===== config.mk =====
export PLATFORM = sky130hd
export DESIGN_NAME = adcc_top
export DESIGN_NICKNAME = d
export VERILOG_FILES = /design/src/adcc_pkg.sv /design/src/adcc_div.sv /design/src/adcc_top.sv
export SDC_FILE = /design/constraint.sdc
export NUM_CORES = 1
export LEC_CHECK = 0
export ABC_AREA = 0
export BUFFER_PORTS_ARGS = -buffer_cell sky130_fd_sc_hd__buf_2
export CELL_PAD_IN_SITES_DETAIL_PLACEMENT = 1
export CELL_PAD_IN_SITES_GLOBAL_PLACEMENT = 2
export CORE_ASPECT_RATIO = 1.75
export CORE_UTILIZATION = 38
export CTS_CLUSTER_DIAMETER = 80
export DETAILED_ROUTE_END_ITERATION = 8
export PLACE_DENSITY_LB_ADDON = 0.1
export SKIP_CTS_REPAIR_TIMING = 1
export SYNTH_ARGS = -nofsm -noshare
export SYNTH_HDL_FRONTEND = slang
export SYNTH_SLANG_ARGS = --single-unit

===== constraint.sdc =====
create_clock -name clk -period 2 [get_ports clk]
set_input_delay 0.3 -clock clk [delete_from_list [all_inputs] [get_ports clk]]
set_output_delay 0.3 -clock clk [all_outputs]
set_load 0.1 [all_outputs]

===== src/adcc_pkg.sv =====
package adcc_pkg;
	localparam int ADDR_W = 4;
	localparam int DATA_W = 16;
	// Register offsets (word index on the plain port)
	localparam logic [ADDR_W-1:0] OFF_TIMING = 4'h0;
	localparam logic [ADDR_W-1:0] OFF_INSEL = 4'h1;
	localparam logic [ADDR_W-1:0] OFF_STATUS = 4'h2;
	// Timing control fields
	localparam int CLKSRC_BIT = 15;
	localparam int EXTENDED_SAMPLING_FLAG_BIT = 14;
	localparam int RSVD_BIT = 13;
	localparam int AUTO_SAMPLE_PERIODS_LSB = 8;
	localparam int AUTO_SAMPLE_PERIODS_W = 5;
	localparam int CONV_CLOCK_DIVIDER_LSB = 0;
	localparam int CONV_CLOCK_DIVIDER_W = 8;
	localparam logic [CONV_CLOCK_DIVIDER_W-1:0] CONV_CLOCK_DIVIDER_MAX = 8'h3f;
	// Input select fields
	localparam int NB_LSB = 13;
	localparam int SB_LSB = 8;
	localparam int NA_LSB = 5;
	localparam int SA_LSB = 0;
	localparam int NSEL_W = 3;
	localparam int PSEL_W = 5;
	localparam logic [PSEL_W-1:0] PS_CH_MAX = 5'h15;
	localparam logic [PSEL_W-1:0] PS_FLOAT_LO = 5'h16;
	localparam logic [PSEL_W-1:0] PS_FLOAT_HI = 5'h18;
	localparam logic [PSEL_W-1:0] PS_BANDGAP = 5'h1a;
	localparam logic [PSEL_W-1:0] PS_GUARD_LO = 5'h1b;
	localparam logic [PSEL_W-1:0] PS_GUARD_HI = 5'h1c;
	localparam logic [PSEL_W-1:0] PS_GROUND = 5'h1d;
	localparam logic [PSEL_W-1:0] PS_SUPPLY = 5'h1e;
	// Control register bits
	localparam int CTL_MANUAL_SAMPLE_REQUEST_BIT = 0;
	localparam int CTL_START_BIT = 1;
	localparam int CTL_MUXA_BIT = 2;
	localparam int CTL_POSITIVE_REF_CONFIG_LSB = 4;
	localparam int CTL_BG4X_BIT = 6;
	localparam logic [DATA_W-1:0] RST_ZERO = 16'h0000;
	// Source kinds presented to the analog front end
	typedef enum logic [2:0] {
		SRC_CHANNEL = 3'h0,
		SRC_FLOAT = 3'h1,
		SRC_BANDGAP = 3'h2,
		SRC_GUARD_LO = 3'h3,
		SRC_GUARD_HI = 3'h4,
		SRC_GROUND = 3'h5,
		SRC_SUPPLY = 3'h6,
		SRC_ILLEGAL = 3'h7
	} adcc_src_type;
endpackage


===== src/adcc_div.sv =====
`timescale 1ns/1ns
`default_nettype none
module adcc_div #(
	parameter int W = 8
) (
	input wire logic clk,
	input wire logic arst_n,
	input wire logic clr,
	input wire logic [W-1:0] sel,
	output logic tick
);
	logic [W-1:0] cnt_q, cnt_d;
	logic tick_d;
	if (W < 2) begin : g_w_chk
		$error("adcc_div width too small");
	end
	// Period of (sel+1) cycles; one-cycle tick at the end
	always_comb begin
		tick_d = 1'b0;
		cnt_d = cnt_q + 1'b1;
		if (clr) begin
			cnt_d = '0;
		end else if (cnt_q >= sel) begin
			cnt_d = '0;
			tick_d = 1'b1;
		end
	end
	always_ff @(posedge clk or negedge arst_n) begin
		if (!arst_n) begin
			cnt_q <= '0;
			tick <= 1'b0;
		end else begin
			cnt_q <= cnt_d;
			tick <= tick_d;
		end
	end
endmodule
`default_nettype wire


===== src/adcc_top.sv =====
// Decided for this implementation: the address map and the plain strobed port.
`timescale 1ns/1ns
`default_nettype none
module adcc_top
	import adcc_pkg::*;
(
	input wire logic clk,
	input wire logic arst_n,
	input wire logic [adcc_pkg::ADDR_W-1:0] addr,
	input wire logic [adcc_pkg::DATA_W-1:0] wdata,
	input wire logic wr,
	input wire logic rd,
	output logic [adcc_pkg::DATA_W-1:0] rdata,
	output logic sampling,
	output logic conv_tick,
	output logic pos_is_channel,
	output logic [adcc_pkg::PSEL_W-1:0] pos_channel,
	output adcc_pkg::adcc_src_type pos_source,
	output logic bandgap_4x,
	output logic neg_is_ground,
	output logic [adcc_pkg::NSEL_W-1:0] neg_channel,
	output logic temp_sensor_sel
);
	import adcc_pkg::*;
	typedef enum logic [2:0] {
		ST_IDLE = 3'b001,
		ST_MANUAL = 3'b010,
		ST_AUTO = 3'b100
	} adcc_state_type;

	logic [DATA_W-1:0] timing_q, timing_d, insel_q, insel_d, ctl_q, ctl_d, rdata_d;
	adcc_state_type st_q, st_d;
	logic [AUTO_SAMPLE_PERIODS_W-1:0] scnt_q, scnt_d;
	logic extended_sampling_flag_q, extended_sampling_flag_d, tick;
	logic [AUTO_SAMPLE_PERIODS_W-1:0] auto_sample_periods;
	logic [CONV_CLOCK_DIVIDER_W-1:0] conv_clock_divider;
	logic manual, use_a, div_clr;
	logic [PSEL_W-1:0] psel;
	logic [NSEL_W-1:0] nsel;
	adcc_src_type src_d;
	logic pch_d, ngnd_d, temp_d, bg4_d;
	logic [PSEL_W-1:0] pchan_d;
	logic [NSEL_W-1:0] nchan_d;

	assign auto_sample_periods = timing_q[AUTO_SAMPLE_PERIODS_LSB +: AUTO_SAMPLE_PERIODS_W];
	assign conv_clock_divider = timing_q[CONV_CLOCK_DIVIDER_LSB +: CONV_CLOCK_DIVIDER_W];
	assign manual = ctl_q[CTL_MANUAL_SAMPLE_REQUEST_BIT];
	assign use_a = ctl_q[CTL_MUXA_BIT];
	// Restart the period when the auto phase begins, so every period counted is whole
	assign div_clr = (st_q == ST_IDLE) || (st_q == ST_MANUAL && !manual);

	// Conversion clock period
	adcc_div #(.W(CONV_CLOCK_DIVIDER_W)) u_div (
		.clk(clk),
		.arst_n(arst_n),
		.clr(div_clr),
		.sel(conv_clock_divider),
		.tick(tick)
	);

	// Register file
	always_comb begin
		timing_d = timing_q;
		insel_d = insel_q;
		ctl_d = ctl_q;
		rdata_d = RST_ZERO;
		ctl_d[CTL_START_BIT] = 1'b0;
		if (wr) begin
			unique case (addr)
				OFF_TIMING: begin
					timing_d = wdata;
					timing_d[EXTENDED_SAMPLING_FLAG_BIT] = 1'b0;
					timing_d[RSVD_BIT] = 1'b0;
					if (wdata[CONV_CLOCK_DIVIDER_LSB +: CONV_CLOCK_DIVIDER_W] > CONV_CLOCK_DIVIDER_MAX) begin
						timing_d[CONV_CLOCK_DIVIDER_LSB +: CONV_CLOCK_DIVIDER_W] = CONV_CLOCK_DIVIDER_MAX;
					end
				end
				OFF_INSEL: insel_d = wdata;
				OFF_STATUS: begin
					ctl_d = wdata;
					ctl_d[DATA_W-1:CTL_BG4X_BIT+1] = '0;
					ctl_d[CTL_START_BIT+2] = 1'b0;
				end
				default: ;
			endcase
		end
		if (rd) begin
			unique case (addr)
				OFF_TIMING: begin
					rdata_d = timing_q;
					rdata_d[EXTENDED_SAMPLING_FLAG_BIT] = extended_sampling_flag_q;
				end
				OFF_INSEL: rdata_d = insel_q;
				OFF_STATUS: rdata_d = ctl_q;
				default: rdata_d = RST_ZERO;
			endcase
		end
	end

	// Sampling sequencer
	always_comb begin
		st_d = st_q;
		scnt_d = scnt_q;
		unique case (st_q)
			ST_IDLE: begin
				if (manual) begin
					st_d = ST_MANUAL;
				end else if (ctl_q[CTL_START_BIT]) begin
					st_d = ST_AUTO;
					scnt_d = auto_sample_periods;
				end
			end
			ST_MANUAL: begin
				if (!manual) begin
					st_d = ST_AUTO;
					scnt_d = auto_sample_periods;
				end
			end
			ST_AUTO: begin
				if (manual) begin
					st_d = ST_MANUAL;
				end else if (scnt_q == '0) begin
					st_d = ST_IDLE;
				end else if (tick) begin
					scnt_d = scnt_q - 1'b1;
				end
			end
			default: st_d = ST_IDLE;
		endcase
		extended_sampling_flag_d = (st_d == ST_AUTO) && !manual;
	end

	// Input multiplexer decode
	always_comb begin
		psel = use_a ? insel_q[SA_LSB +: PSEL_W] : insel_q[SB_LSB +: PSEL_W];
		nsel = use_a ? insel_q[NA_LSB +: NSEL_W] : insel_q[NB_LSB +: NSEL_W];
		pch_d = 1'b0;
		pchan_d = '0;
		temp_d = 1'b0;
		src_d = SRC_FLOAT;
		if (psel <= PS_CH_MAX) begin
			src_d = SRC_CHANNEL;
			pch_d = 1'b1;
			pchan_d = psel;
		end else if (psel >= PS_FLOAT_LO && psel <= PS_FLOAT_HI) begin
			src_d = SRC_FLOAT;
			temp_d = (psel == PS_FLOAT_LO);
		end else begin
			unique case (psel)
				PS_BANDGAP: src_d = SRC_BANDGAP;
				PS_GUARD_LO: src_d = SRC_GUARD_LO;
				PS_GUARD_HI: src_d = SRC_GUARD_HI;
				PS_GROUND: src_d = SRC_GROUND;
				PS_SUPPLY: src_d = SRC_SUPPLY;
				default: src_d = SRC_ILLEGAL;
			endcase
		end
		// Multiple is picked by software only when the reference config is 1x
		bg4_d = (src_d == SRC_BANDGAP) && ctl_q[CTL_POSITIVE_REF_CONFIG_LSB+1] && ctl_q[CTL_BG4X_BIT];
		ngnd_d = (nsel == '0);
		nchan_d = ngnd_d ? '0 : nsel - 1'b1;
	end

	always_ff @(posedge clk or negedge arst_n) begin
		if (!arst_n) begin
			timing_q <= RST_ZERO;
			insel_q <= RST_ZERO;
			ctl_q <= RST_ZERO;
			rdata <= RST_ZERO;
			st_q <= ST_IDLE;
			scnt_q <= '0;
			extended_sampling_flag_q <= 1'b0;
			sampling <= 1'b0;
			conv_tick <= 1'b0;
			pos_is_channel <= 1'b0;
			pos_channel <= '0;
			pos_source <= SRC_CHANNEL;
			bandgap_4x <= 1'b0;
			neg_is_ground <= 1'b1;
			neg_channel <= '0;
			temp_sensor_sel <= 1'b0;
		end else begin
			timing_q <= timing_d;
			insel_q <= insel_d;
			ctl_q <= ctl_d;
			rdata <= rdata_d;
			st_q <= st_d;
			scnt_q <= scnt_d;
			extended_sampling_flag_q <= extended_sampling_flag_d;
			sampling <= (st_d != ST_IDLE);
			conv_tick <= tick;
			pos_is_channel <= pch_d;
			pos_channel <= pchan_d;
			pos_source <= src_d;
			bandgap_4x <= bg4_d;
			neg_is_ground <= ngnd_d;
			neg_channel <= nchan_d;
			temp_sensor_sel <= temp_d;
		end
	end

	rsvd_zero_a: assert property (@(posedge clk) disable iff (!arst_n)
		timing_q[RSVD_BIT] == 1'b0) else $error("reserved bit set");
	extended_sampling_flag_rd_a: assert property (@(posedge clk) disable iff (!arst_n)
		rd && addr == OFF_TIMING |=> rdata[EXTENDED_SAMPLING_FLAG_BIT] == $past(extended_sampling_flag_q))
		else $error("extended flag read wrong");
	extended_sampling_flag_drop_a: assert property (@(posedge clk) disable iff (!arst_n)
		st_q == ST_IDLE |-> !extended_sampling_flag_q) else $error("flag set while idle");
	auto_zero_a: assert property (@(posedge clk) disable iff (!arst_n)
		st_q == ST_AUTO && scnt_q == '0 && !manual |=> st_q == ST_IDLE)
		else $error("zero-length auto sample overran");
	div_cap_a: assert property (@(posedge clk) disable iff (!arst_n)
		conv_clock_divider <= CONV_CLOCK_DIVIDER_MAX) else $error("divider above limit");
	chan_map_a: assert property (@(posedge clk) disable iff (!arst_n)
		!use_a && insel_q[SB_LSB +: PSEL_W] <= PS_CH_MAX && $stable(insel_q) && $stable(use_a)
		|=> pos_is_channel && pos_channel == $past(insel_q[SB_LSB +: PSEL_W]))
		else $error("channel map wrong");
	supply_map_a: assert property (@(posedge clk) disable iff (!arst_n)
		psel == PS_SUPPLY |=> pos_source == SRC_SUPPLY) else $error("supply map wrong");
	float_map_a: assert property (@(posedge clk) disable iff (!arst_n)
		psel == PS_FLOAT_LO |=> pos_source == SRC_FLOAT && temp_sensor_sel)
		else $error("float map wrong");
	bg_mult_a: assert property (@(posedge clk) disable iff (!arst_n)
		bandgap_4x |-> $past(psel) == PS_BANDGAP && $past(ctl_q[CTL_POSITIVE_REF_CONFIG_LSB+1])
		&& $past(ctl_q[CTL_BG4X_BIT]))
		else $error("band gap multiple wrong");
	neg_map_a: assert property (@(posedge clk) disable iff (!arst_n)
		nsel != '0 |=> !neg_is_ground && neg_channel == $past(nsel) - 3'h1)
		else $error("negative map wrong");
endmodule
`default_nettype wire


# Yosys cells after proc, flatten, opt, wreduce, memory -nomap -nowiden
# Index checks and enable logic that the tools add are counted.
# W data, S select, Z words.
[totals]
word_cells = 94
input_bits = 24
reg_bits = 87
[classes]
n_addsub = 3
n_eq_ne = 20
reduce_logical = 15
magnitude_cmp = 5
n_mux = 32
[ops]
columns = ["cell", "n"]
rows = [
  ["$pmux W16 S3", 1],
  ["$mux W5", 8],
  ["$eq A5 B5 Y1 const B", 6],
  ["$mux W3", 9],
  ["$mux W8", 3],
  ["$mux W16", 1],
  ["$pmux W3 S5", 1],
  ["$pmux W5 S3", 1],
  ["$le A5 B5 Y1 const B", 2],
  ["$ne A2 B2 Y1 const B", 5],
  ["$pmux W3 S3", 1],
  ["$add A8 B1 Y8 const B", 1],
  ["$ge A8 B8 Y1", 1],
  ["$gt A8 B6 Y1 const B", 1],
  ["$reduce_and A7 Y1", 1],
  ["$eq A3 B2 Y1 const B", 2],
  ["$eq A3 B3 Y1 const B", 2],
  ["$reduce_and A2 Y1", 3],
  ["$ge A5 B5 Y1 const B", 1],
  ["$logic_and A1 B1 Y1", 5],
  ["$logic_not A5 Y1", 1],
  ["$mux W1", 5],
  ["$sub A5 B1 Y5 const B", 1],
  ["$eq A4 B1 Y1 const B", 1],
  ["other kinds (11)", 12],
]

# Logic depth before layout (Yosys ltp)
# Gate-level depths: netlist (run 1).
[depth]
word_depth = 8
mapped_depth = 7

# By module
# From an unflattened synthesis (run 1), not the netlist that was laid out.
[unflattened]
cells_unflattened = 337
hier_area_um2 = 3966.3
[by_module_without_submodules]
columns = ["module", "area_each_um2", "n_inst", "seq_area_each_um2", "cells_each"]
rows = [
  ["adcc_top", 3334.4, 1, 1954.4, 279],
  ["adcc_div", 631.9, 1, 225.2, 58],
]

# Worst setup path before layout (run 1)
# No wires, ideal clock.
[synth_path]
path_kind = "flip-flop to flip-flop"
from = "reg u_div.cnt_q[0]"
to = "reg u_div.cnt_q[2]"
stages_incl_launch_ff = 7
t_arrival_ps = 1711
period_less_slack_ps = 1786
setup_slack_ps = 214
path_cell_list = "dfrtp_1 -> inv_1 -> ha_1 -> nand2b_1 -> a2111oi_0 -> o311ai_1 -> nor2_1"
[synth_between]
elab_chain_len = 3
elab_cells_between_ends = 4
classes_between = "add/sub: 1; order compare: 1; mux: 2"
[synth_rtl]
columns = ["item", "line_no", "source"]
rows = [
  ["from (decl)", "adcc_div.sv:12", "logic [W-1:0] cnt_q, cnt_d;"],
  ["from (signal assigned)", "adcc_div.sv:33", "cnt_q <= cnt_d;"],
  ["$add A8 B1 Y8 or $ge A8 B8 Y1 (tied branches)", "adcc_div.sv:20, adcc_div.sv:23", ""],
  ["$mux W8 (*)", "adcc_div.sv:23", "end else if (cnt_q >= sel) begin"],
  ["$mux W8 (*)", "adcc_div.sv:21", "if (clr) begin"],
  ["via u_div.cnt_d[2]", "adcc_div.sv:12", ""],
]
# Mark *: on every way through the listed nets, which the timed path passes. The rest lies on a longest branch.
# A chain may end at the register's enable or synchronous reset.

# Worst setup path after layout (run 1)
[layout_path]
from = "reg scnt_q[0]"
to = "reg scnt_q[1]"
[layout_between]
elab_chain_len = 5
elab_cells_between_ends = 8
classes_between = "add/sub: 1; eq/ne: 1; mux: 4; reduce/logical: 2"
[layout_rtl]
columns = ["item", "line_no", "source"]
rows = [
  ["from (decl)", "adcc_top.sv:33", "logic [AUTO_SAMPLE_PERIODS_W-1:0] scnt_q, scnt_d;"],
  ["from (signal assigned)", "adcc_top.sv:188", "scnt_q <= scnt_d;"],
  ["$sub A5 B1 Y5", "adcc_top.sv:125", "scnt_d = scnt_q - 1'b1;"],
  ["$mux W5", "adcc_top.sv:124", "end else if (tick) begin"],
  ["$mux W5", "adcc_top.sv:122", "end else if (scnt_q == '0) begin"],
  ["$mux W5", "adcc_top.sv:120", "if (manual) begin"],
  ["$pmux W5 S3", "adcc_top.sv:104", "unique case (st_q)"],
]
# Several ways; a longest one is shown, not always the timed one. The select of a mux whose other input is x is not followed.

==> impl.org, run 1 <==
** Status
- The flow ran to the end, and the final reports show no timing, DRC or antenna violations.

** Place
- The congestion estimate from routability-driven global placement came to 0.806.
- Post-detailed-placement cell area :: 0.00440 mm²
- The wire-length estimate of the detail-placed layout is 7070 µm.
- Prior to clock tree synthesis, the placed netlist has a worst setup slack of 136 ps.
- During placement, the flow inserted port buffers numbering 56.

** Synth
- Synthesized-area fraction occupied by adder cells :: 0.0415
- Number of warning messages in the yosys log :: 0
- Counting flops and latches in the post-synthesis netlist gives 87.
- Post-synth top flop :: sky130_fd_sc_hd__dfrtp_1
- Multiplexer fraction of the synthesized cell area :: 0.115
- Count of flip-flops with a built-in enable after synthesis :: 0
- Synth cell types :: 54
- Number of cells produced by synthesis :: 326
- Total nets after synthesis :: 363
- Post-synthesis xor/xnor area fraction :: 0.0134
- Of the synthesized area, sequential elements account for 0.557.
- The compound-cell area share of the yosys netlist is 0.116.
- Async set-reset flop share out of synthesis :: 1.00
- Simple logic cell fraction of the synthesized area :: 0.130
- Mapped Area :: 0.00392 mm²
- The average instance in the mapped netlist occupies 12.0 µm².
- Dominant combinational cell family by area after synthesis :: simple AND/OR/NAND/NOR gates

** Worst setup path
- CP cell instances :: inv_1 -> ha_1 -> or4b_1 -> nand3_1 -> a21oi_2 -> mux2_2
- Worst Path Buf+Inv :: 1
- Critical register-to-register path startpoint :: scnt_q[0]
- CP max stage cell :: sky130_fd_sc_hd__or4b_1
- Path depth of the worst reg2reg path :: 6
- The setup path with the least slack is of type reg2reg.
- Worst path arrival time :: 2100 ps
- Largest fanout on the critical path :: 5
- STA puts the critical path data required time at 2220 ps.
- Across all register-to-register paths, the minimum setup slack is 120 ps.
- The worst setup path is captured at a flop.
- On the worst path, the slowest cell contributes a delay of 530 ps.
- Worst r2r dst :: scnt_q[1]
- The worst setup path is launched from a flop.
- Cell class contributing the biggest share of worst-path delay :: simple AND/OR/NAND/NOR gates

** Clock tree
- CTS tree :: done
- CTS Root Buffer Type :: sky130_fd_sc_hd__clkbuf_16
- Clock buffer count from CTS :: 9
- In this run the number of H-tree levels came out at 3.
- Buffers from clock root to sink, at most :: 2
- After clock tree synthesis, the clock-pin slew on the worst setup and hold paths is 60 ps.
- For the worst-skew pair, the clock arrives at the later sink with an insertion delay of 330 ps.
- Number of sinks on the clock net :: 87

** Detailed routing
- Total detailed-routing wirelength :: 9500 µm
- After detailed routing, the average wire length per cell comes to 18.1 µm.
- Pre-Repair DR Iteration Count :: 5
- Post-detailed-route via-to-cell ratio :: 5.36
- The count of nets left with antenna violations once routing finished came out at 0.
- For this run, design rule violations remaining after detail routing come to 0.
- The detailed router finished its first iteration with 156 violations.
- Routed vias :: 2814

** Timing
- Setup TNS :: 0 ps
- Rel. slew slack :: 0.552
- In the post-route analysis, the smallest setup slack over all paths is 123 ps.
- For the final database, setup skew stands at 6.32 ps.
- Shortest period the worst path allows :: 1880 ps
- Max-slew violation count :: 0
- Static timing analysis puts the maximum clock frequency at 533 MHz.
- Unrepaired setup endpoints after global routing :: no
- Tcrit/Tclk final :: 0.938
- The number of hold violations in the final report is 0.
- At the pin with the least slew margin, the transition time is 673 ps.
- Final hold analysis gives a worst-case slack of 205 ps.
- Setup violations remaining at the end of the flow were counted as 0.

** GRT
- Overall Global Routing Usage :: 0.191
- Largest net degree at the start of global routing :: 36
- Number of antenna violations at the first check in global routing :: 0
- First-pass GRT wire length :: 15300 µm
- The total overflow left after global routing is 0.
- The number of global-route vias before repair was 2970.

** Cells and area
- Measured on the finished design, the core utilization comes to 0.473.
- NumNets Final :: 432
- Final design area excluding fillers :: 0.00472 mm²
- In the final layout, the share of cells above drive strength 1 is 0.325.
- The repair_antennas step left the layout with diodes totalling 0.
- Relative to the synthesized area, the layout overhead comes to 20.5%.

** Run
- Max capacitance violation total :: 0

** Worst hold path
- The worst hold path was traced through 2 stages.
- The worst hold path terminates at insel_q[14].
- The path class of the tightest hold or removal check is in2reg.
- The worst hold path begins at wdata[14].

** Power
- Internal Power :: 3720 µW
- Relative contribution of the clock network to total power :: 0.276
- Of the total power, combinational logic draws 0.327.
- Of the total power, registers draw 0.397.
- VDD sags by at most 0.000598 V.
- Static Leak :: 0.00229 µW
- Summed over all nets, the switching power comes to 2360 µW.
- In this run the power density over the cells is 1290 mW/mm².
- Of the total power, the share spent switching nets is 0.388.

** Die
- The total area inside the core boundary comes to 0.00997 mm².
- The floorplan has 48 rows.
- Number of top-level pins :: 57
- From left edge to right edge, the die measures 78.7 µm.
- For this configuration, the core starts out at a cell density of 0.393.
- The die covers 0.0107 mm².
- Die height :: 136 µm
power groups by stage:
stage          logic, µW  registers (µW)  clock network, µW
6_report            1990            2420               1680
5_1_grt             2140            2470               1790
3_5_place_dp        1990            2450                  0
2_1_floorplan        783            3110                  0
4_1_cts             2010            2420               1730
3_3_place_gp        1960            2440                  0
worst max path at each step:
| stage | from | endpoint | slack (ps) | cells after the start |
|---|---|---|---|---|
| after floorplan | u_div.cnt_q[0] | u_div.cnt_q[2] | 210 | 6 |
| after global placement | timing_q[0] | u_div.cnt_q[7] | 180 | 7 |
| after detailed placement | scnt_q[0] | scnt_q[1] | 140 | 6 |
| after CTS | timing_q[0] | u_div.cnt_q[3] | -80 | 7 |
| after global routing | scnt_q[0] | scnt_q[1] | 2 | 6 |
| final | scnt_q[0] | scnt_q[1] | 120 | 6 |
layout make-up:
class | count | area [µm²]
clock inverter | 5 | 57.6
clock buffer | 11 | 243
multi-input combinational | 214 | 1630
fill | 1119 | 5250
inverter | 14 | 52.6
timing repair buffer | 69 | 395
sequential | 87 | 2180
tap | 125 | 156
synthesized netlist by cell type (3+ instances only):
cell type | n | area share
sky130_fd_sc_hd__a211oi_1 | 4 | 0.0077
sky130_fd_sc_hd__a21oi_1 | 18 | 0.023
sky130_fd_sc_hd__a222oi_1 | 6 | 0.015
sky130_fd_sc_hd__a22oi_1 | 9 | 0.017
sky130_fd_sc_hd__and3_1 | 5 | 0.0080
sky130_fd_sc_hd__buf_2 | 3 | 0.0038
sky130_fd_sc_hd__clkbuf_1 | 4 | 0.0038
sky130_fd_sc_hd__dfrtp_1 | 85 | 0.54
sky130_fd_sc_hd__ha_1 | 13 | 0.042
sky130_fd_sc_hd__inv_1 | 14 | 0.013
sky130_fd_sc_hd__mux2_2 | 23 | 0.066
sky130_fd_sc_hd__mux2_4 | 10 | 0.038
sky130_fd_sc_hd__mux2i_1 | 4 | 0.010
sky130_fd_sc_hd__nand2_1 | 16 | 0.015
sky130_fd_sc_hd__nand2b_1 | 3 | 0.0048
sky130_fd_sc_hd__nand3_1 | 9 | 0.012
sky130_fd_sc_hd__nor2_1 | 34 | 0.033
sky130_fd_sc_hd__nor3_1 | 6 | 0.0077
sky130_fd_sc_hd__o21a_1 | 4 | 0.0077
sky130_fd_sc_hd__o21ai_0 | 7 | 0.0089
sky130_fd_sc_hd__o31ai_1 | 3 | 0.0058
sky130_fd_sc_hd__or3b_2 | 3 | 0.0067
sky130_fd_sc_hd__xor2_1 | 5 | 0.011
placed cells by master (no fill, tap or decap), drive strengths merged, types with 2 or more instances in the layout:
master,instances
a211oi,4
a21oi,19
o21a,4
xor2,5
o31ai,3
mux2i,4
nor4b,2
or3b,3
nor3b,3
a31oi,2
nor2,34
a22oi,9
nand2b,3
mux2,33
ha,13
a21o,2
and3,5
dfstp,2
o21ai,7
inv,14
a22o,2
a222oi,6
nor3,6
clkbuf,11
dfrtp,85
clkinvlp,3
nor4,2
nand3,9
nand2,18
buf,68
stage by stage:
stage          power [µW]  std cells
2_1_floorplan        3890        326
3_3_place_gp         4400        508
3_5_place_dp         4450        508
4_1_cts              6160        524
5_1_grt              6400        525
6_report             6080        525
flip-flops by register name (all words and copies together) (netlist names):
name	count
pos_is_channel	1
neg_channel	3
rdata	16
u_div.tick	1
neg_is_ground	1
extended_sampling_flag_q	1
ctl_q	6
conv_tick	1
u_div.cnt_q	8
scnt_q	5
pos_channel	5
pos_source	3
sampling	1
insel_q	16
bandgap_4x	1
st_q	3
timing_q	14
temp_sensor_sel	1
metal layers:
| metal | part of all wire | wire [µm] | track usage |
|---|---|---|---|
| met5 | 0 | 0 | 0 |
| met4 | 0.016 | 151 | 0.0730 |
| met3 | 0.024 | 228 | 0.0275 |
| met2 | 0.55 | 5200 | 0.352 |
| met1 | 0.41 | 3920 | 0.219 |
cells by family (layout without fill, tap and decap cells):
logic type	count (synthesis)	in the layout
muxes	37	37
buffers and inverters	25	99
DFF	87	87
adders and majority gates	13	13
xor gates and xnor gates	6	6
and+or+nand+nor	92	92
AOI/OAI and AO/OA	66	66
Power figures use the tool's default switching activity.
==> inputs of run 2 (changes only) <==
--- a/config.mk
+++ b/config.mk
@@ -10,6 +10,7 @@
 export CELL_PAD_IN_SITES_DETAIL_PLACEMENT = 1
 export CELL_PAD_IN_SITES_GLOBAL_PLACEMENT = 2
 export CORE_ASPECT_RATIO = 1.75
+export CORE_MARGIN = 3
 export CORE_UTILIZATION = 38
 export CTS_CLUSTER_DIAMETER = 80
 export DETAILED_ROUTE_END_ITERATION = 8
==> constraint.sdc (replaced) <==
create_clock -name clk -period 2 [get_ports clk]
set_input_delay 0.6 -clock clk [delete_from_list [all_inputs] [get_ports clk]]
set_output_delay 0.6 -clock clk [all_outputs]
set_load 0.1 [all_outputs]
==> impl.org, run 2 (synthesized netlist as in run 1, its figures left out) <==
** Status
- Run status :: finished, final reports clean

** Die
- Floorplan core area :: 0.00997 mm²
- Starting density of the core :: 0.393
- Placement Rows :: 48
- Die height :: 140 µm
- Horizontal die dimension :: 82.7 µm
- Total Die Area :: 0.0116 mm²
- 57 I/O pins were placed.

** Clock tree
- Counting the buffers created by CTS gives 9.
- Clock tree synthesis found a total of 87 sinks.
- TritonCTS built the clock tree.
- The later pin in the worst-skew pair is clocked with a latency of 340 ps.
- Reg clk slew, reported paths :: 60 ps
- CTS Root Buffer Type :: sky130_fd_sc_hd__clkbuf_16
- Buffers from clock root to sink, at most :: 2
- Number of H-tree levels :: 3

** Timing
- Count of final hold-check violations :: 0
- Unrepaired setup endpoints after global routing :: no
- Rel. slew slack :: 0.565
- The final max-slew violation count was 0.
- Post-Route Skew :: 5.36 ps
- Setup TNS :: 0 ps
- Slew at the pin closest to its max-slew limit :: 653 ps
- Setup violations remaining at the end of the flow were counted as 0.
- Max Clock Freq :: 535 MHz
- Shortest period the worst path allows :: 1870 ps
- Of the available clock period, the critical path in the final layout requires 0.935.

** Detailed routing
- The highest layer touched by signal routing is met4.
- For this run, design rule violations remaining after detail routing come to 0.
- The detailed router put a total of 3790 µm of wire on met1.
- For this run, the detailed router's first-pass iteration total came to 5.
- Routed vias :: 2754
- After detailed routing, the number of vias per cell comes to 5.28.
- Routed len/inst :: 18.3 µm
- After the first detailed-routing iteration, the DRC count stood at 159.
- The detail route stage leaves a number of antenna-violating nets equal to 0.
- Routed met3 length :: 372 µm
- The final layout contains routed wiring with a total length of 9540 µm.
- Routed length on met2 :: 5190 µm

** Worst setup path
- In this run the number of cells on the critical path is 1.
- Cell class contributing the biggest share of worst-path delay :: flip-flops
- At the worst endpoint, the required time is 1400 ps.
- On the worst path, the slowest cell contributes a delay of 510 ps.
- Data on the critical path arrives at its endpoint at 1270 ps.
- STA classifies the critical path startpoint as a flop.
- The critical path is of the reg2out type.
- The number of buffers and inverters on the critical path is 1.
- In this run the critical register-to-register path is captured at scnt_q[1].
- Setup slack on the worst reg-to-reg path comes out at 150 ps.
- CP cell instances :: buf_2
- Endpoint type of the worst setup path :: output port
- In this run the critical register-to-register path is launched from scnt_q[0].
- Largest fanout on the critical path :: 1
- Path depth of the worst reg2reg path :: 6
- First element of the critical path :: neg_is_ground
- CP max stage cell :: sky130_fd_sc_hd__dfstp_2
- Setup crit end :: neg_is_ground

** Cells and area
- After the last flow step, the layout net total stands at 429.
- Antenna diode count :: 0
- In the layout the commonest cells are 85 x sky130_fd_sc_hd__dfrtp_1, 55 x sky130_fd_sc_hd__buf_2, 34 x sky130_fd_sc_hd__nor2_1.
- From synthesis to final layout, the design area changed by 20.1%.
- Final instance count without filler cells :: 522
- Leaving out fill and tap cells, the most frequent cell in the layout is sky130_fd_sc_hd__dfrtp_1.
- Share of post-route cells with drive strength above 1 :: 0.317
- The largest registers in the layout are insel_q x16, rdata x16, timing_q x14.

** Power
- Max IR drop VDD :: 0.000618 V
- Cell area power density :: 1310 mW/mm²
- Static Leak :: 0.00229 µW

** Place
- The number of placed instances, taps included, is 506.
- Final HPWL from detailed placement :: 6930 µm
- Number of buffers added on ports :: 56
- Routability-driven placement congestion ratio :: 0.787

** GRT
- The first global-routing pass estimated 15400 µm of wire.
- For this run the aggregate overflow at the end of global routing stands at 0.
- Entering global routing, the biggest net connects 88 pins.
- Number of global-route vias before repair :: 2962
- Overall Global Routing Usage :: 0.180
- The number of antenna violations at the first check in global routing is 0.

** Worst hold path
- The worst hold path belongs to the class in2async.

** Run
- Max capacitance violation total :: 0
[run 2: changes by cell type in the layout (fill, tap and decap cells not counted), sizes merged]
cell         change
dlygate4sd3      -1
clkinv           +1
clkbuf           +1
bufinv           +1
buf              -2
clkinvlp         -3
[run 2: routing by layer]
metal  up-vias  global-route usage
met2        60               0.317
met1      1378               0.208
li1       1304                   -
met3        12              0.0270
met5         -                   0
met4         0              0.0767
[run 2: final cells by class]
cell class	instances	area (µm²)
Timing Repair Buffer	66	370
Clock inverter	4	70.1
Inverter	14	52.6
Clock buffer	12	246
Fill cell	1119	5270
Sequential cell	87	2180
Multi-Input combinational cell	214	1630
Tap cell	125	156
[run 2: how the worst min path moves through the flow]
| stage | from | end | slack [ps] |
|---|---|---|---|
| after floorplan | arst_n | bandgap_4x | 300 |
| after global placement | u_div.tick | conv_tick | 440 |
| after detailed placement | u_div.tick | conv_tick | 440 |
| after CTS | arst_n | pos_channel[4] | 320 |
| after global routing | arst_n | pos_channel[3] | 340 |
| final | arst_n | pos_channel[3] | 300 |
[run 2: power by group]
part           switching [µW]  internal [µW]  total [µW]
Clock                     668           1120        1790
Combinational            1360            595        1950
Sequential                312           2110        2420
Total                    2340           3830        6170
[run 2: metrics by stage]
step                      hold WS (ps)   util  setup WS [ps]  cell area [µm²]  total power [µW]
after floorplan                    304      -            214             3920              3890
after global placement             441  0.440            155             4390              4390
after detailed placement           437  0.440            132             4390              4440
after CTS                          316  0.472            109             4700              6260
after global routing               342  0.472           63.0             4700              6520
final                              300  0.472            129             4700              6170
==> inputs of run 3 (changes only) <==
--- a/config.mk
+++ b/config.mk
@@ -14,6 +14,7 @@
 export CORE_UTILIZATION = 38
 export CTS_CLUSTER_DIAMETER = 80
 export DETAILED_ROUTE_END_ITERATION = 8
+export GPL_TIMING_DRIVEN = 0
 export PLACE_DENSITY_LB_ADDON = 0.1
 export SKIP_CTS_REPAIR_TIMING = 1
 export SYNTH_ARGS = -nofsm -noshare
==> impl.org, run 3 (synthesized netlist as in run 1, its figures left out) <==
** Timing
- Post-Route Skew :: 8.79 ps
- Max-slew violation count :: 0
- Tcrit/Tclk final :: 0.939
- Setup repair after global routing left no endpoint under its margin.
- At the pin with the least slew margin, the transition time is 608 ps.
- # setup viols final :: 0
- Count of final hold-check violations :: 0
- The worst pin sits at a relative slew slack of 0.593.
- Across all hold checks on the routed design, the worst slack comes to 185 ps.
- The worst path needs 1880 ps of the cycle, external delays included.
- Max Clock Freq :: 533 MHz

** Status
- The flow ran to the end, and the final reports show no timing, DRC or antenna violations.

** Detailed routing
- After detailed routing, the average wire length per cell comes to 18.5 µm.
- The first TritonRoute pass finished after 4 iterations.
- Drt initial violations :: 133
- After detailed routing, the number of vias per cell comes to 5.28.
- Routed vias :: 2770
- Remaining antenna violation count :: 0
- Detailed-route DRC error count :: 0
- Total detailed-routing wirelength :: 9690 µm

** Place
- Routability-driven placement finished with a final weighted congestion of 0.768.
- In this run the tool buffered the top-level ports with 56 buffer cells.
- Final HPWL from detailed placement :: 7330 µm
- Post-detailed-placement cell area :: 0.00438 mm²

** Worst setup path
- Endpoint type of the worst setup path :: output port
- Worst path arrival time :: 1280 ps
- Required time of the worst setup path :: 1400 ps
- Delay of the slowest cell on the worst path :: 510 ps
- CP max stage cell :: sky130_fd_sc_hd__dfstp_2
- The worst setup path is launched from a flop.
- CP cell instances :: buf_2
- Worst Path Buf+Inv :: 1
- The cell family contributing the most delay on the critical path is flip-flops.
- In this run the worst path has a maximum fanout of 1.
- Setup Crit Path Kind :: reg2out

** Clock tree
- CTS Root Buffer Type :: sky130_fd_sc_hd__clkbuf_16
- Number of sinks on the clock net :: 87
- Counting the buffers created by CTS gives 9.
- Number of H-tree levels :: 3
- For the worst-skew pair, the clock arrives at the later sink with an insertion delay of 340 ps.
- Reg clk slew, reported paths :: 70 ps
- TritonCTS built the clock tree.
- Counting along the longest clock path gives a buffer depth of 2.

** Cells and area
- Once layout is done, the placed cells without fillers occupy 0.00475 mm².
- The layout has 1102 filler cells.
- NumNets Final :: 432
- Area overhead of the layout relative to synthesis :: 21.2%
- The library cell used most frequently in the layout, excluding fill and tap cells, is sky130_fd_sc_hd__dfrtp_1.
- The largest registers in the layout are insel_q x16, rdata x16, timing_q x14.
- Of the cells placed in the final design, the portion with a size suffix greater than 1 is 0.323.
- The repair_antennas step left the layout with diodes totalling 0.
- Highest-count cells in the layout ignoring fill and taps :: 85 x sky130_fd_sc_hd__dfrtp_1, 58 x sky130_fd_sc_hd__buf_2, 34 x sky130_fd_sc_hd__nor2_1

** GRT
- Largest net degree at the start of global routing :: 60
- The number of global-route vias before repair is 3010.
- The first global-routing pass estimated 15700 µm of wire.
- Overall Global Routing Usage :: 0.181
- After global routing the overflow that remains totals 0.
- Number of antenna violations at the first check in global routing :: 0

** Die
- The die covers 0.0116 mm².
- Die height :: 140 µm
- The initial utilization of the core area, before any placement, comes to 0.393.
- Floorplan core area :: 0.00997 mm²
- Placement Rows :: 48
- In this run the horizontal extent of the chip is 82.7 µm.
- For this design the top-level I/O count stands at 57.

** Run
- Max capacitance violation total :: 0

** Power
- Max IR drop VDD :: 0.000709 V
- Static Leak :: 0.00231 µW
- For this design the ratio of total power to cell area is 1290 mW/mm².

** Worst hold path
- In this run the worst hold path is classified as in2async.
==> run 3: changes by cell type in the layout (fill, tap and decap cells not counted), moves of 2 or more <==
cell / previous run / this run
sky130_fd_sc_hd__buf_4: 10 / 4
sky130_fd_sc_hd__buf_2: 55 / 58
sky130_fd_sc_hd__clkinv_4: 0 / 2
sky130_fd_sc_hd__clkbuf_1: 2 / 4
==> run 3: worst reg2reg max path: cells and delay by family, from the launching register on <==
| kind | cells | cell delay (ps) |
|---|---|---|
| multiplexers | 1 | 370 |
| flip-flops | 1 | 460 |
| AND/OR/NAND/NOR | 2 | 620 |
| AO/OA/AOI/OAI | 1 | 300 |
==> run 3: worst paths after layout <==
kind | from | cells after the start | end | slack [ps]
max | neg_is_ground | 1 | neg_is_ground | 120
min | arst_n | 1 | pos_channel[4] | 190
max reg2reg | st_q[1] | 4 | scnt_q[1] | 130
min reg2reg | u_div.tick | 0 | conv_tick | 470
max in group asynchronous | arst_n | 2 | neg_is_ground | 1150
min in group clk | u_div.tick | 0 | conv_tick | 470
==> run 3: layer usage <==
metal | up-vias | track usage | wire, µm
met5 | - | 0 | 0
met4 | 0 | 0.0870 | 129
met3 | 12 | 0.0167 | 340
met2 | 64 | 0.320 | 5420
met1 | 1382 | 0.211 | 3800
li1 | 1312 | - | -
==> run 3: stage by stage <==
stage | setup TNS (ps) | power (µW) | util | setup slack (ps) | std cells
after CTS | -1850 | 6160 | 0.471 | -263 | 524
after detailed placement | -8950 | 4410 | 0.440 | -302 | 508
after global routing | 0 | 6470 | 0.476 | 38.0 | 525
final | 0 | 6130 | 0.476 | 122 | 525
after global placement | -45950 | 4340 | 0.437 | -454 | 507
after floorplan | 0 | 3890 | - | 214 | 326
==> run 3: layout make-up <==
| cell class | count | area [µm²] | share of cell area |
|---|---|---|---|
| flip-flops and latches | 87 | 2180 | 0.459 |
| repair buffers | 59 | 325 | 0.0685 |
| multi-input cells | 214 | 1670 | 0.353 |
| inverters | 14 | 52.6 | 0.0111 |
| plain buffers | 10 | 52.6 | 0.0111 |
| clock inverters | 6 | 68.8 | 0.0145 |
| clock buffers | 10 | 239 | 0.0503 |
| well taps | 125 | 156 | 0.0329 |
==> run 3: power breakdown <==
group | switching, µW | total (µW) | leakage, µW | internal (µW)
sequential | 290 | 2400 | 0.00111 | 2110
clock | 704 | 1710 | 0.000149 | 1010
combinational | 1410 | 2020 | 0.00105 | 611
